==> src/pmd_pkg.sv <==
// Purpose: Shared constants and types for the port mode and data registers
// Assumes: Register addresses are 8-bit word addresses, one 16-bit word each
// Notes:   Conversion result window placement is local to this block

package pmd_pkg;

  localparam int NUM_PORTS = 20;
  localparam int ADDR_W    = 8;
  localparam int DATA_W    = 16;
  localparam int CODE_W    = 12;
  localparam int PORT_W    = 5;

  // Register windows, one word per port
  localparam logic [7:0] CFG_BASE = 8'h20;
  localparam logic [7:0] ADC_BASE = 8'h40;
  localparam logic [7:0] DAC_BASE = 8'h60;
  localparam logic [7:0] PORT_SPAN = 8'h14;

  // Configuration word field positions
  localparam int FUNC_SEL_LSB = 12;
  localparam int FUNC_SEL_W   = 4;
  localparam int INVERT_BIT   = 11;
  localparam int REF_BIT      = 11;
  localparam int SPAN_LSB     = 8;
  localparam int SPAN_W       = 3;
  localparam int AVG_LSB      = 5;
  localparam int AVG_W        = 3;
  localparam int ASSOC_LSB    = 0;
  localparam int ASSOC_W      = 5;

  // Reset values, forced zero code and sign flip mask
  localparam logic [15:0] CFG_RESET  = 16'h0000;
  localparam logic [11:0] CODE_RESET = 12'h000;
  localparam logic [11:0] ZERO_CODE  = 12'h000;
  localparam logic [11:0] SIGN_FLIP  = 12'h800;

  typedef enum logic [3:0] {
    MODE_HIGHZ      = 4'b0000,
    MODE_GPI        = 4'b0001,
    MODE_XLATE_BIDI = 4'b0010,
    MODE_GPO_REG    = 4'b0011,
    MODE_GPO_PATH   = 4'b0100,
    MODE_DAC        = 4'b0101,
    MODE_DAC_MON    = 4'b0110,
    MODE_ADC_SE     = 4'b0111,
    MODE_ADC_DPOS   = 4'b1000,
    MODE_ADC_DNEG   = 4'b1001,
    MODE_DAC_PSEUDO = 4'b1010,
    MODE_SW_GPI     = 4'b1011,
    MODE_SW_REG     = 4'b1100
  } pmd_mode_type;

  // Decoded port function, zero in fields the mode does not use
  typedef struct packed {
    logic [3:0] functionSelect;
    logic       invertFlag;
    logic       referenceChoice;
    logic [2:0] span;
    logic [2:0] averagingCount;
    logic [4:0] assocPort;
    logic       adcOn;
    logic       dacOn;
    logic       legal;
  } pmd_ctl_type;

  // One finished conversion from the converter sequencer
  typedef struct packed {
    logic [4:0]  port;
    logic [11:0] code;
  } pmd_sample_type;

endpackage : pmd_pkg

==> src/pmd_code_mem.sv <==
// Purpose: Output code storage with one write port and two registered reads
// Assumes: Addresses below DEPTH only; callers guard the range
// Notes:   Cleared by reset so every code starts at zero

`timescale 1ns/1ps
`default_nettype none

module pmd_code_mem #(
  parameter int DEPTH  = 20,
  parameter int WIDTH  = 12,
  parameter int AW     = 5
) (
  input  wire logic             mclk,
  input  wire logic             reset_n,
  input  wire logic             wrEn,
  input  wire logic [AW-1:0]    wrAddr,
  input  wire logic [WIDTH-1:0] wrData,
  input  wire logic [AW-1:0]    rdAddrA,
  output var  logic [WIDTH-1:0] rdDataA_q,
  input  wire logic [AW-1:0]    rdAddrB,
  output var  logic [WIDTH-1:0] rdDataB_q
);

  logic [WIDTH-1:0] mem_q [DEPTH];

  always_ff @(posedge mclk or negedge reset_n) begin
    if (!reset_n) begin
      for (int i = 0; i < DEPTH; i++) begin
        mem_q[i] <= '0;
      end
    end else if (wrEn) begin
      mem_q[wrAddr] <= wrData;
    end
  end

  always_ff @(posedge mclk or negedge reset_n) begin
    if (!reset_n) begin
      rdDataA_q <= '0;
      rdDataB_q <= '0;
    end else begin
      rdDataA_q <= mem_q[rdAddrA];
      rdDataB_q <= mem_q[rdAddrB];
    end
  end

endmodule : pmd_code_mem

`default_nettype wire

==> src/pmd_port_decode.sv <==
// Purpose: Decode one port configuration word into a registered control set
// Assumes: Configuration word comes from a register on the same clock
// Notes:   Unused parameter fields are forced to zero here, not in storage

`timescale 1ns/1ps
`default_nettype none

module pmd_port_decode (
  input  wire logic                 mclk,
  input  wire logic                 reset_n,
  input  wire logic [15:0]          cfgWord,
  output var  pmd_pkg::pmd_ctl_type ctl_q
);
  import pmd_pkg::*;

  wire logic [3:0] funcSel   = cfgWord[FUNC_SEL_LSB +: FUNC_SEL_W];
  wire logic [11:0] funcParm = cfgWord[11:0];

  wire logic usesInvert = (funcSel == MODE_GPO_PATH) || (funcSel == MODE_SW_GPI);
  wire logic usesRef    = (funcSel >= MODE_DAC_MON) && (funcSel <= MODE_DAC_PSEUDO);
  wire logic usesSpan   = (funcSel >= MODE_DAC) && (funcSel <= MODE_DAC_PSEUDO);
  wire logic usesAvg    = (funcSel == MODE_ADC_SE) || (funcSel == MODE_ADC_DPOS);
  wire logic usesAssoc  = (funcSel == MODE_GPO_PATH) || (funcSel == MODE_ADC_DPOS)
                       || (funcSel == MODE_SW_GPI);
  wire logic adcMode    = (funcSel >= MODE_DAC_MON) && (funcSel <= MODE_DAC_PSEUDO);
  // GPO modes take their high level from the DAC as well
  wire logic dacMode    = (funcSel == MODE_GPO_REG) || (funcSel == MODE_GPO_PATH)
                       || (funcSel == MODE_DAC) || (funcSel == MODE_DAC_MON)
                       || (funcSel == MODE_DAC_PSEUDO);
  wire logic isLegal    = (funcSel <= MODE_SW_REG);

  pmd_ctl_type ctl_d;
  always_comb begin
    ctl_d                 = '0;
    ctl_d.functionSelect  = funcSel;
    ctl_d.invertFlag      = usesInvert & funcParm[INVERT_BIT];
    ctl_d.referenceChoice = usesRef & funcParm[REF_BIT];
    ctl_d.span            = usesSpan ? funcParm[SPAN_LSB +: SPAN_W] : 3'h0;
    ctl_d.averagingCount  = usesAvg ? funcParm[AVG_LSB +: AVG_W] : 3'h0;
    ctl_d.assocPort       = usesAssoc ? funcParm[ASSOC_LSB +: ASSOC_W] : 5'h00;
    ctl_d.adcOn           = adcMode;
    ctl_d.dacOn           = dacMode;
    ctl_d.legal           = isLegal;
  end

  always_ff @(posedge mclk or negedge reset_n) begin
    if (!reset_n) begin
      ctl_q <= '0;
    end else begin
      ctl_q <= ctl_d;
    end
  end

endmodule : pmd_port_decode

`default_nettype wire

==> src/pmd_port_regs.sv <==
// Purpose: Port function, conversion result and output code registers
// Assumes: Serial front end, converter and DAC scanner all run on mclk
// Notes:   Reads answer two cycles after the strobe; writes take effect next edge
//
// How it works
// - Bits 15:12 of each configuration word pick the port function, bits 11:0 are its parameters.
// - Codes 0 to 3 give high impedance, digital input, bidirectional translator and driven output.
// - Code 5 makes an analog output whose span comes from bits 10:8.
// - Code 6 is an analog output that is also converted, using reference bit 11 and span bits 10:8.
// - Code 7 is a single-ended input with reference bit, span and averaging count in bits 7:5.
// - Code 8 is the positive differential input with reference, span, averaging and associated port.
// - Code 9 is the negative differential input using only reference bit and span.
// - Every port has a read-only 12-bit conversion result holding its latest conversion taken while the port is in modes 6 to 10.
// - Results of ports in modes 6 and 7 read as unsigned straight binary.
// - Results of a port in mode 8 read as two's complement.
// - Results of a port in mode 9 or 10 always read as zero.
// - Every port has a readable and writable 12-bit straight binary output code.

`timescale 1ns/1ps
`default_nettype none

module pmd_port_regs (
  input  wire logic                    mclk,
  input  wire logic                    reset_n,
  input  wire logic [7:0]              regAddr,
  input  wire logic                    regWrite,
  input  wire logic                    regRead,
  input  wire logic [15:0]             regWData,
  output var  logic [15:0]             regRData_q,
  output var  logic                    regRValid_q,
  input  wire logic                    adcValid,
  input  wire pmd_pkg::pmd_sample_type adcSample,
  input  wire logic [4:0]              dacScanPort,
  output var  logic [11:0]             dacScanCode_q,
  output var  pmd_pkg::pmd_ctl_type    portCtl_q [pmd_pkg::NUM_PORTS]
);
  import pmd_pkg::*;

  // Address decode
  wire logic [7:0] cfgOff = regAddr - CFG_BASE;
  wire logic [7:0] adcOff = regAddr - ADC_BASE;
  wire logic [7:0] dacOff = regAddr - DAC_BASE;
  wire logic       cfgHit = (regAddr >= CFG_BASE) && (cfgOff < PORT_SPAN);
  wire logic       adcHit = (regAddr >= ADC_BASE) && (adcOff < PORT_SPAN);
  wire logic       dacHit = (regAddr >= DAC_BASE) && (dacOff < PORT_SPAN);
  wire logic [4:0] cfgIdx = cfgOff[4:0];
  wire logic [4:0] adcIdx = adcOff[4:0];
  wire logic [4:0] dacIdx = dacOff[4:0];

  wire logic cfgWrite = regWrite && cfgHit;
  // Result window is read-only; writes there are dropped
  wire logic dacWrite = regWrite && dacHit;

  // Configuration words, stored whole as written
  logic [15:0] cfg_q [NUM_PORTS];

  always_ff @(posedge mclk or negedge reset_n) begin
    if (!reset_n) begin
      for (int i = 0; i < NUM_PORTS; i++) begin
        cfg_q[i] <= CFG_RESET;
      end
    end else if (cfgWrite) begin
      cfg_q[cfgIdx] <= regWData;
    end
  end

  // Per-port function decode
  genvar gp;
  generate
    for (gp = 0; gp < NUM_PORTS; gp++) begin : g_port
      pmd_port_decode u_decode (
        .mclk    (mclk),
        .reset_n (reset_n),
        .cfgWord (cfg_q[gp]),
        .ctl_q   (portCtl_q[gp])
      );
    end
  endgenerate

  // Conversion results
  wire logic       sampleInRange = adcValid && (adcSample.port < NUM_PORTS[4:0]);
  wire logic [3:0] sampleMode    = cfg_q[adcSample.port][FUNC_SEL_LSB +: FUNC_SEL_W];
  wire logic       sampleNegIn   = (sampleMode == MODE_ADC_DNEG)
                                || (sampleMode == MODE_DAC_PSEUDO);
  wire logic       sampleDiffPos = (sampleMode == MODE_ADC_DPOS);
  wire logic       sampleTaken   = (sampleMode >= MODE_DAC_MON) && (sampleMode <= MODE_DAC_PSEUDO);
  // Converter gives offset binary; flipping the top bit yields two's complement
  wire logic [11:0] sampleFmt =
      sampleNegIn   ? ZERO_CODE :
      sampleDiffPos ? (adcSample.code ^ SIGN_FLIP) :
                      adcSample.code;

  logic [11:0] adc_q [NUM_PORTS];

  always_ff @(posedge mclk or negedge reset_n) begin
    if (!reset_n) begin
      for (int i = 0; i < NUM_PORTS; i++) begin
        adc_q[i] <= CODE_RESET;
      end
    end else if (sampleInRange && sampleTaken) begin
      adc_q[adcSample.port] <= sampleFmt;
    end
  end

  // Result read forces zero for negative inputs even if stale data remains
  wire logic [3:0] readMode   = cfg_q[adcIdx][FUNC_SEL_LSB +: FUNC_SEL_W];
  wire logic       readNegIn  = (readMode == MODE_ADC_DNEG) || (readMode == MODE_DAC_PSEUDO);
  wire logic [11:0] adcRdVal  = readNegIn ? ZERO_CODE : adc_q[adcIdx];

  // Output codes in their own memory
  wire logic [4:0] dacScanIdx = (dacScanPort < NUM_PORTS[4:0]) ? dacScanPort : 5'h00;
  wire logic [4:0] dacRdIdx   = dacHit ? dacIdx : 5'h00;
  logic [11:0] dacRdData;
  logic [11:0] dacScanData;

  pmd_code_mem #(
    .DEPTH (NUM_PORTS),
    .WIDTH (CODE_W),
    .AW    (PORT_W)
  ) u_code_mem (
    .mclk      (mclk),
    .reset_n   (reset_n),
    .wrEn      (dacWrite),
    .wrAddr    (dacIdx),
    .wrData    (regWData[11:0]),
    .rdAddrA   (dacRdIdx),
    .rdDataA_q (dacRdData),
    .rdAddrB   (dacScanIdx),
    .rdDataB_q (dacScanData)
  );

  // Scan path to the DAC sequencer, one extra flop keeps the output registered
  always_ff @(posedge mclk or negedge reset_n) begin
    if (!reset_n) begin
      dacScanCode_q <= CODE_RESET;
    end else begin
      dacScanCode_q <= dacScanData;
    end
  end

  // Read pipeline, stage one: capture word and which window was hit
  wire logic [15:0] stageWord =
      cfgHit ? cfg_q[cfgIdx] :
      adcHit ? {4'h0, adcRdVal} :
               16'h0000;

  logic        rdPend_q;
  logic        rdDac_q;
  logic [15:0] rdWord_q;

  always_ff @(posedge mclk or negedge reset_n) begin
    if (!reset_n) begin
      rdPend_q <= 1'b0;
      rdDac_q  <= 1'b0;
      rdWord_q <= 16'h0000;
    end else begin
      rdPend_q <= regRead;
      rdDac_q  <= regRead && dacHit;
      rdWord_q <= regRead ? stageWord : 16'h0000;
    end
  end

  // Stage two: memory data has arrived, unmapped reads give zero
  wire logic [15:0] rdFinal = rdDac_q ? {4'h0, dacRdData} : rdWord_q;

  always_ff @(posedge mclk or negedge reset_n) begin
    if (!reset_n) begin
      regRData_q  <= 16'h0000;
      regRValid_q <= 1'b0;
    end else begin
      regRData_q  <= rdPend_q ? rdFinal : regRData_q;
      regRValid_q <= rdPend_q;
    end
  end

endmodule : pmd_port_regs

`default_nettype wire

==> config.mk <==
export PLATFORM = sky130hd
export DESIGN_NAME = pmd_port_regs
export DESIGN_NICKNAME = d
export VERILOG_FILES = /design/src/pmd_pkg.sv /design/src/pmd_code_mem.sv /design/src/pmd_port_decode.sv /design/src/pmd_port_regs.sv
export SDC_FILE = /design/constraint.sdc
export NUM_CORES = 2
export LEC_CHECK = 0
export BUFFER_PORTS_ARGS = -buffer_cell sky130_fd_sc_hd__buf_2
export CORE_MARGIN = 2
export CORE_UTILIZATION = 60
export CTS_CLUSTER_DIAMETER = 40
export DETAILED_ROUTE_END_ITERATION = 16
export PLACE_DENSITY = 0.77
export SLEW_MARGIN = 10
export SYNTH_ARGS = -nofsm -noshare
export SYNTH_HDL_FRONTEND = slang
export SYNTH_SLANG_ARGS = --single-unit
export TNS_END_PERCENT = 1
==> constraint.sdc <==
create_clock -name mclk -period 4 [get_ports mclk]
set_clock_uncertainty 0.15 [all_clocks]
set_input_delay 0.6 -clock mclk [delete_from_list [all_inputs] [get_ports mclk]]
set_output_delay 0.6 -clock mclk [all_outputs]
set_load 0.005 [all_outputs]
# ---- After elaboration in Yosys (flattened, before gate mapping)
# Index checks and enable logic that the tools add are counted.
dict set report totals {
  ff_bits 1271
  out_inout_bits 429
}
dict set report op_classes {
  n_addsub 3
  n_lt_le_gt_ge 99
  n_eq_ne 165
  muxes 96
  bitwise_logic 47
  reduce_logical 214
}
# cell n
set op_table {}
lappend op_table {{$bwmux W240} 2}
lappend op_table {{$bwmux W320} 1}
lappend op_table {{$eq A4 B3 Y1 const B} 80}
lappend op_table {{$eq A4 B4 Y1 const B} 65}
lappend op_table {{$bmux W16 S5} 3}
lappend op_table {{$bmux W12 S5} 3}
lappend op_table {{$ge A4 B3 Y1 const B} 41}
lappend op_table {{$le A4 B4 Y1 const B} 41}
lappend op_table {{$logic_or A1 B1 Y1} 162}
lappend op_table {{$mux W16} 10}
lappend op_table {{$mux W12} 12}
lappend op_table {{$demux W12 S5} 2}
lappend op_table {{$mux W3} 40}
lappend op_table {{$mux W5} 22}
lappend op_table {{$demux W16 S5} 1}
lappend op_table {{$eq A4 B2 Y1 const B} 20}
lappend op_table {{$logic_and A1 B1 Y1} 52}
lappend op_table {{$and A1 B1 Y1} 40}
lappend op_table {{$ge A6 B6 Y1 const B} 6}
lappend op_table {{$not A5 Y6} 6}
lappend op_table {{$lt A8 B5 Y1 const B} 3}
lappend op_table {{$lt A6 B1 Y1 const B} 3}
lappend op_table {{$ge A8 B7 Y1 const B} 2}
lappend op_table {{$sub A8 B7 Y8 const B} 2}
lappend op_table {{other kinds (4)} 5}

# ---- Depth between registers and ports, before layout
dict set report depth {
  ltp_word 11
  mapped_depth 13
  depth_no_buf 9
}

# ---- Cells and area by module
# From an unflattened synthesis, not the netlist that was laid out.
dict set report hier_totals {
  hier_cells 3993
  area_unflattened_um2 56605.5
}
# mod instances cells_each area_each_um2 seq_area_each_um2
set by_module_without_submodules {}
lappend by_module_without_submodules {pmd_port_regs 1 1885 28662.5 15189.6}
lappend by_module_without_submodules {pmd_port_decode 20 50 708.2 500.5}
lappend by_module_without_submodules {pmd_code_mem 1 1108 13779.5 6606.3}

# ---- Worst setup path before layout
# Ideal clock, no wire load.
dict set report synth_path {
  path_type {in2reg}
  startpoint {input port adcSample[13] in the netlist's numbering}
  endpoint {register adc_q[133] in the netlist's numbering}
  setup_time_ns 0.125
  t_arrival_ns 2.888
  path_slack_ns 0.837
  path_stages 12
  path_buffers 5
  path_cell_list {buf_6 > buf_2 > buf_2 > mux2i_1 > o22ai_1 > a211oi_1 > nand2_1 > a211oi_4 > buf_6 > o211a_1 > buf_4 > mux2_2}
}
dict set report synth_via {
  elab_chain_len 8
}
# item line_no
set synth_rtl {}
lappend synth_rtl {{start, declared} pmd_port_regs.sv:32} ;# input wire pmd_pkg::pmd_sample_type adcSample,
lappend synth_rtl {{$not A5 Y6 (not written as such)} {pmd_port_regs.sv:82, pmd_port_regs.sv:101}}
lappend synth_rtl {{$bmux W16 S5} pmd_port_regs.sv:82} ;# wire logic [3:0] sampleMode = cfg_q[adcSample.port][FUNC_SEL_LSB +: FUNC_SEL_W];
lappend synth_rtl {{$mux W16 (not written as such) (2 in series)} pmd_port_regs.sv:82}
lappend synth_rtl {{$eq A4 B4 Y1 (on tied branches)} {pmd_port_regs.sv:83, pmd_port_regs.sv:84}}
lappend synth_rtl {{$logic_or A1 B1 Y1} pmd_port_regs.sv:84} ;# || (sampleMode == MODE_DAC_PSEUDO);
lappend synth_rtl {{$mux W12} pmd_port_regs.sv:89} ;# sampleNegIn ? ZERO_CODE :
lappend synth_rtl {{$bwmux W240} pmd_port_regs.sv:101} ;# adc_q[adcSample.port] <= sampleFmt;
lappend synth_rtl {{end signal, assigned by index} pmd_port_regs.sv:101}
lappend synth_rtl {{end, declared} pmd_port_regs.sv:93} ;# logic [11:0] adc_q [NUM_PORTS];
# Parallel ways exist; a longest one is shown, timed or not. The select of a mux whose other input is x is not followed.
# A chain may end at the register's enable or synchronous reset.

# ---- Worst setup path in the final report
dict set report layout_path {
  startpoint {register cfg_q[47] in the netlist's numbering}
  endpoint {register adc_q[182] in the netlist's numbering}
}
dict set report layout_via {
  elab_chain_len 7
}
# item line_no
set layout_rtl {}
lappend layout_rtl {{start, declared} pmd_port_regs.sv:55} ;# logic [15:0] cfg_q [NUM_PORTS];
lappend layout_rtl {{start signal, assigned by index} pmd_port_regs.sv:63} ;# cfg_q[cfgIdx] <= regWData;
lappend layout_rtl {{$bmux W16 S5 *} pmd_port_regs.sv:82}
lappend layout_rtl {{$mux W16 (not written as such) * (2 in series)} pmd_port_regs.sv:82}
lappend layout_rtl {{$eq A4 B4 Y1 (on tied branches)} {pmd_port_regs.sv:83, pmd_port_regs.sv:84}}
lappend layout_rtl {{$logic_or A1 B1 Y1} pmd_port_regs.sv:84}
lappend layout_rtl {{$mux W12} pmd_port_regs.sv:89}
lappend layout_rtl {{$bwmux W240} pmd_port_regs.sv:101}
# Mark *: on every way between the ends. The rest lies on a longest branch, timed or not. The select of a mux whose other input is x is not followed.

==> summary.md <==
| Metric | Value |
|---|---|
| Clock transition at the registers of the reported paths | `60 ps` |
| Max Fclk | `0.292 GHz` |
| Peak VDD IR | `0.000451 V` |
| Max Cap Viol | `0` |
| Clock buffer count from CTS | `151` |
| Pin count of the biggest net entering global routing | `149` |
| Clock latency on the worst-skew pair | `770 ps` |
| First-pass GRT wire length | `250 mm` |
| Row count | `112` |
| Reg-to-Reg End | `adc_q[182]$_DFFE_PN0P_` |
| Cell variety after synth | `73` |
| Critical Path AT | `3910 ps` |
| Hold WS | `61.6 ps` |
| Synthesis-to-finish area growth | `17.0%` |
| Nets | `4578` |
| Worst-margin pin slew | `1190 ps` |
| Share of power burned in registers | `44.6%` |
| Root Driver | `clkbuf_16` |
| Worst slack at placement | `143 ps` |
| CTS H-tree lvls | `4` |
| Hold Path Sink | `rdDac_q$_DFF_PN0_` |
| Sw Pwr | `7410 uW` |
| LEAKAGE | `0.0322 uW` |
| Post-synth top flop | `dfrtp_1` |
| Synthesized flop and latch total | `1271` |
| Final min period | `3430 ps` |
| Sw frac | `24.2%` |
| Logic gate share of total power | `7.1%` |
| Clock network power share | `48.3%` |
| Crit. End Element | `flip-flop` |
| Final setup violation count | `0` |
| Power density over the cells | `466 nW/um^2` |
| Die width | `310 um` |
| CTS tree | `built` |
| FF/Latch Area | `31800 um^2` |
| DRT Wirelength | `167 mm` |
| Post-DP HPWL | `115 mm` |
| Syn avg cell area | `13.9 um^2` |
| Synth cell count leaders | `dfrtp_1 (1271), mux2_2 (789), mux4_2 (212)` |
| Die ar. | `95900 um^2` |
| Die height | `310 um` |
| Synth warn | `0` |
| Worst EP required | `4480 ps` |
| P_int | `23100 uW` |
| PnR worst setup slack | `573 ps` |
| Post-Syn Area | `56100 um^2` |
| Min-Delay Path Depth | `3` |
| Crit Path Class | `flip-flop to flip-flop` |
| Hold Crit Class | `input pin to flip-flop` |
| Post-Route Utilization | `70.5%` |
| RePlAce Congestion | `0.973` |
| Status | `completed` |
| Number of global-route vias before repair | `38100` |
| Register-to-register setup slack | `570 ps` |
| CP Launch Type | `flip-flop` |
| Worst-path fanout max | `20` |
| Via density | `6.38` |
| Ys async rst share | `100%` |
| Post-route DRC | `0` |
| Min-delay src | `regAddr[5]` |
| Crit share post-route | `85.7%` |
| Hold Vio Cnt, Final | `0` |
| Layout cells sized above 1 | `42.5%` |
| Post-synth top area cell | `dfrtp_1` |
| CTS max path bufs | `3` |
| I/O pin cnt | `480` |
| First drt pass iteration count | `7` |
| Multi-input gate area | `22700 um^2` |
| Setup TNS | `0 ps` |
| Routed WL per cell | `28.3 um` |
| Origin of the critical flop-to-flop path | `cfg_q[47]$_DFFE_PN0P_` |
| Max-slew headroom | `20.4%` |
| Register area share after synthesis | `56.7%` |
| Tot GR Track Use | `35.6%` |
| EDFF count, synth | `0` |
| Gr ovfl total | `0` |
| Vias | `37700` |
| Post-Syn Nets | `4084` |
| Max-slew violations | `0` |
| Synth top area share | `56.7%` |
| Worst Reg-to-Reg Cells | `7` |
| Post-route ant nets | `0` |
| Syn Inst Count | `4031` |
| RSZ-0062 raised after global routing | `no` |
| Initial Util | `60.3%` |
| I/O Buffers | `479` |
| Initial drt markers | `3857` |
| Antenna violations before repair | `18` |
| Core Area | `93000 um^2` |
| Top-count cell post-synth | `dfrtp_1` |
| Filler instances | `6322` |
| Main area contributors after synthesis | `dfrtp_1 (57%), mux2_2 (16%), mux4_2 (8.5%)` |
| Clk sinks | `1271` |
==> area by class of cell <==
cell class | instances | share of cell area [%]
flip-flops and latches | 1271 | 48.5
multi-input cells | 2433 | 34.6
clock buffers | 190 | 6.34
repair buffers | 636 | 6.02
well taps | 1254 | 2.39
clock inverters | 90 | 2.00
inverters | 32 | 0.183
diodes | 2 | 0.00763
==> through the flow <==
step                      area (um^2)  instances  total power, uW
after floorplan                 56100       4031            14900
after global placement          60100       5624            15900
after detailed placement        60100       5624            16000
after CTS                       65600       5906            30600
after global routing            65600       5908            31400
final                           65600       5908            30500
==> placed cells by master (no fill, tap or decap), types with 12 or more instances in the layout <==
master / count
clkinv_2: 12
mux2i_1: 95
and2_1: 102
o32ai_1: 25
dfrtp_1: 1271
a222oi_1: 12
clkbuf_16: 153
nor3_1: 15
clkinvlp_4: 17
nor2_1: 147
a211oi_1: 19
or2_2: 22
nor2b_1: 165
nand2_1: 194
xor2_1: 19
inv_1: 30
buf_2: 475
mux2_2: 789
clkbuf_8: 19
a21oi_1: 114
buf_4: 129
o21a_1: 42
inv_6: 14
nand2b_1: 71
o21ai_0: 117
o221ai_1: 32
buf_12: 28
o22ai_1: 69
nand3_1: 23
clkbuf_1: 18
mux4_2: 212
bufinv_16: 23
==> per-layer routing <==
layer  wire length [um]  part of all wire (%)  track usage (%)  up-vias
li1                   -                     -                -    15600
met1              64300                    38             48.0    19700
met2              79800                    48             55.5     2018
met3              16900                    10             9.73      392
met4               6430                   3.8             13.8       16
met5                103                 0.062                0        -
==> power groups by stage <==
stage / registers [uW] / clock network, uW / logic [uW]
2_1_floorplan: 13700 / 0 / 1240
3_3_place_gp: 13800 / 0 / 2080
3_5_place_dp: 13800 / 0 / 2130
4_1_cts: 13600 / 14900 / 2160
5_1_grt: 13700 / 15400 / 2330
6_report: 13600 / 14800 / 2160
==> worst max-delay path by stage <==
stage | slack, ps | start | cells past startpoint | end
detailed placement | 140 | adcSample[13] | 10 | adc_q[182]$_DFFE_PN0P_
floorplan | 840 | adcSample[13] | 12 | adc_q[133]$_DFFE_PN0P_
global route | 490 | cfg_q[284]$_DFFE_PN0P_ | 8 | adc_q[140]$_DFFE_PN0P_
global placement | 150 | adcSample[13] | 10 | adc_q[190]$_DFFE_PN0P_
CTS | 610 | cfg_q[284]$_DFFE_PN0P_ | 8 | adc_q[20]$_DFFE_PN0P_
finish | 570 | cfg_q[47]$_DFFE_PN0P_ | 7 | adc_q[182]$_DFFE_PN0P_
==> flip-flops by register name, indices dropped and copies added (netlist names) <==
register	flops
rdPend_q	1
u_code_mem.mem_q	240
g_port.u_decode.ctl_q	400
rdWord_q	16
regRData_q	16
adc_q	240
u_code_mem.rdDataA_q	12
cfg_q	320
rdDac_q	1
dacScanCode_q	12
regRValid_q	1
u_code_mem.rdDataB_q	12
==> kinds of logic (layout without fill, tap and decap cells) <==
logic type | Yosys count | after routing | synth area share (%)
fa+ha+maj | 2 | 2 | 0.0446
xor+xnor | 21 | 21 | 0.328
simple gates | 793 | 793 | 7.38
compound gates | 503 | 503 | 6.10
buf+inv | 327 | 948 | 2.93
other cells | 0 | 2 | 0
mux | 1114 | 1114 | 26.5
flops | 1271 | 1271 | 56.7
==> worst max-delay path, cell delays in order, from the launching register on <==
cell	delay (ps)
dfrtp_1	370
mux4_1	590
a211o_1	350
a41oi_2	370
and3_4	540
o2111a_1	370
buf_12	170
mux2_2	340
==> repair_timing <==
item	in CTS	in global routing
gates resized for setup	0	0
buffers inserted	0	0
hold buffers	2	0
hold endpoints to repair	76	0
(Power assumes the default switching activity.)
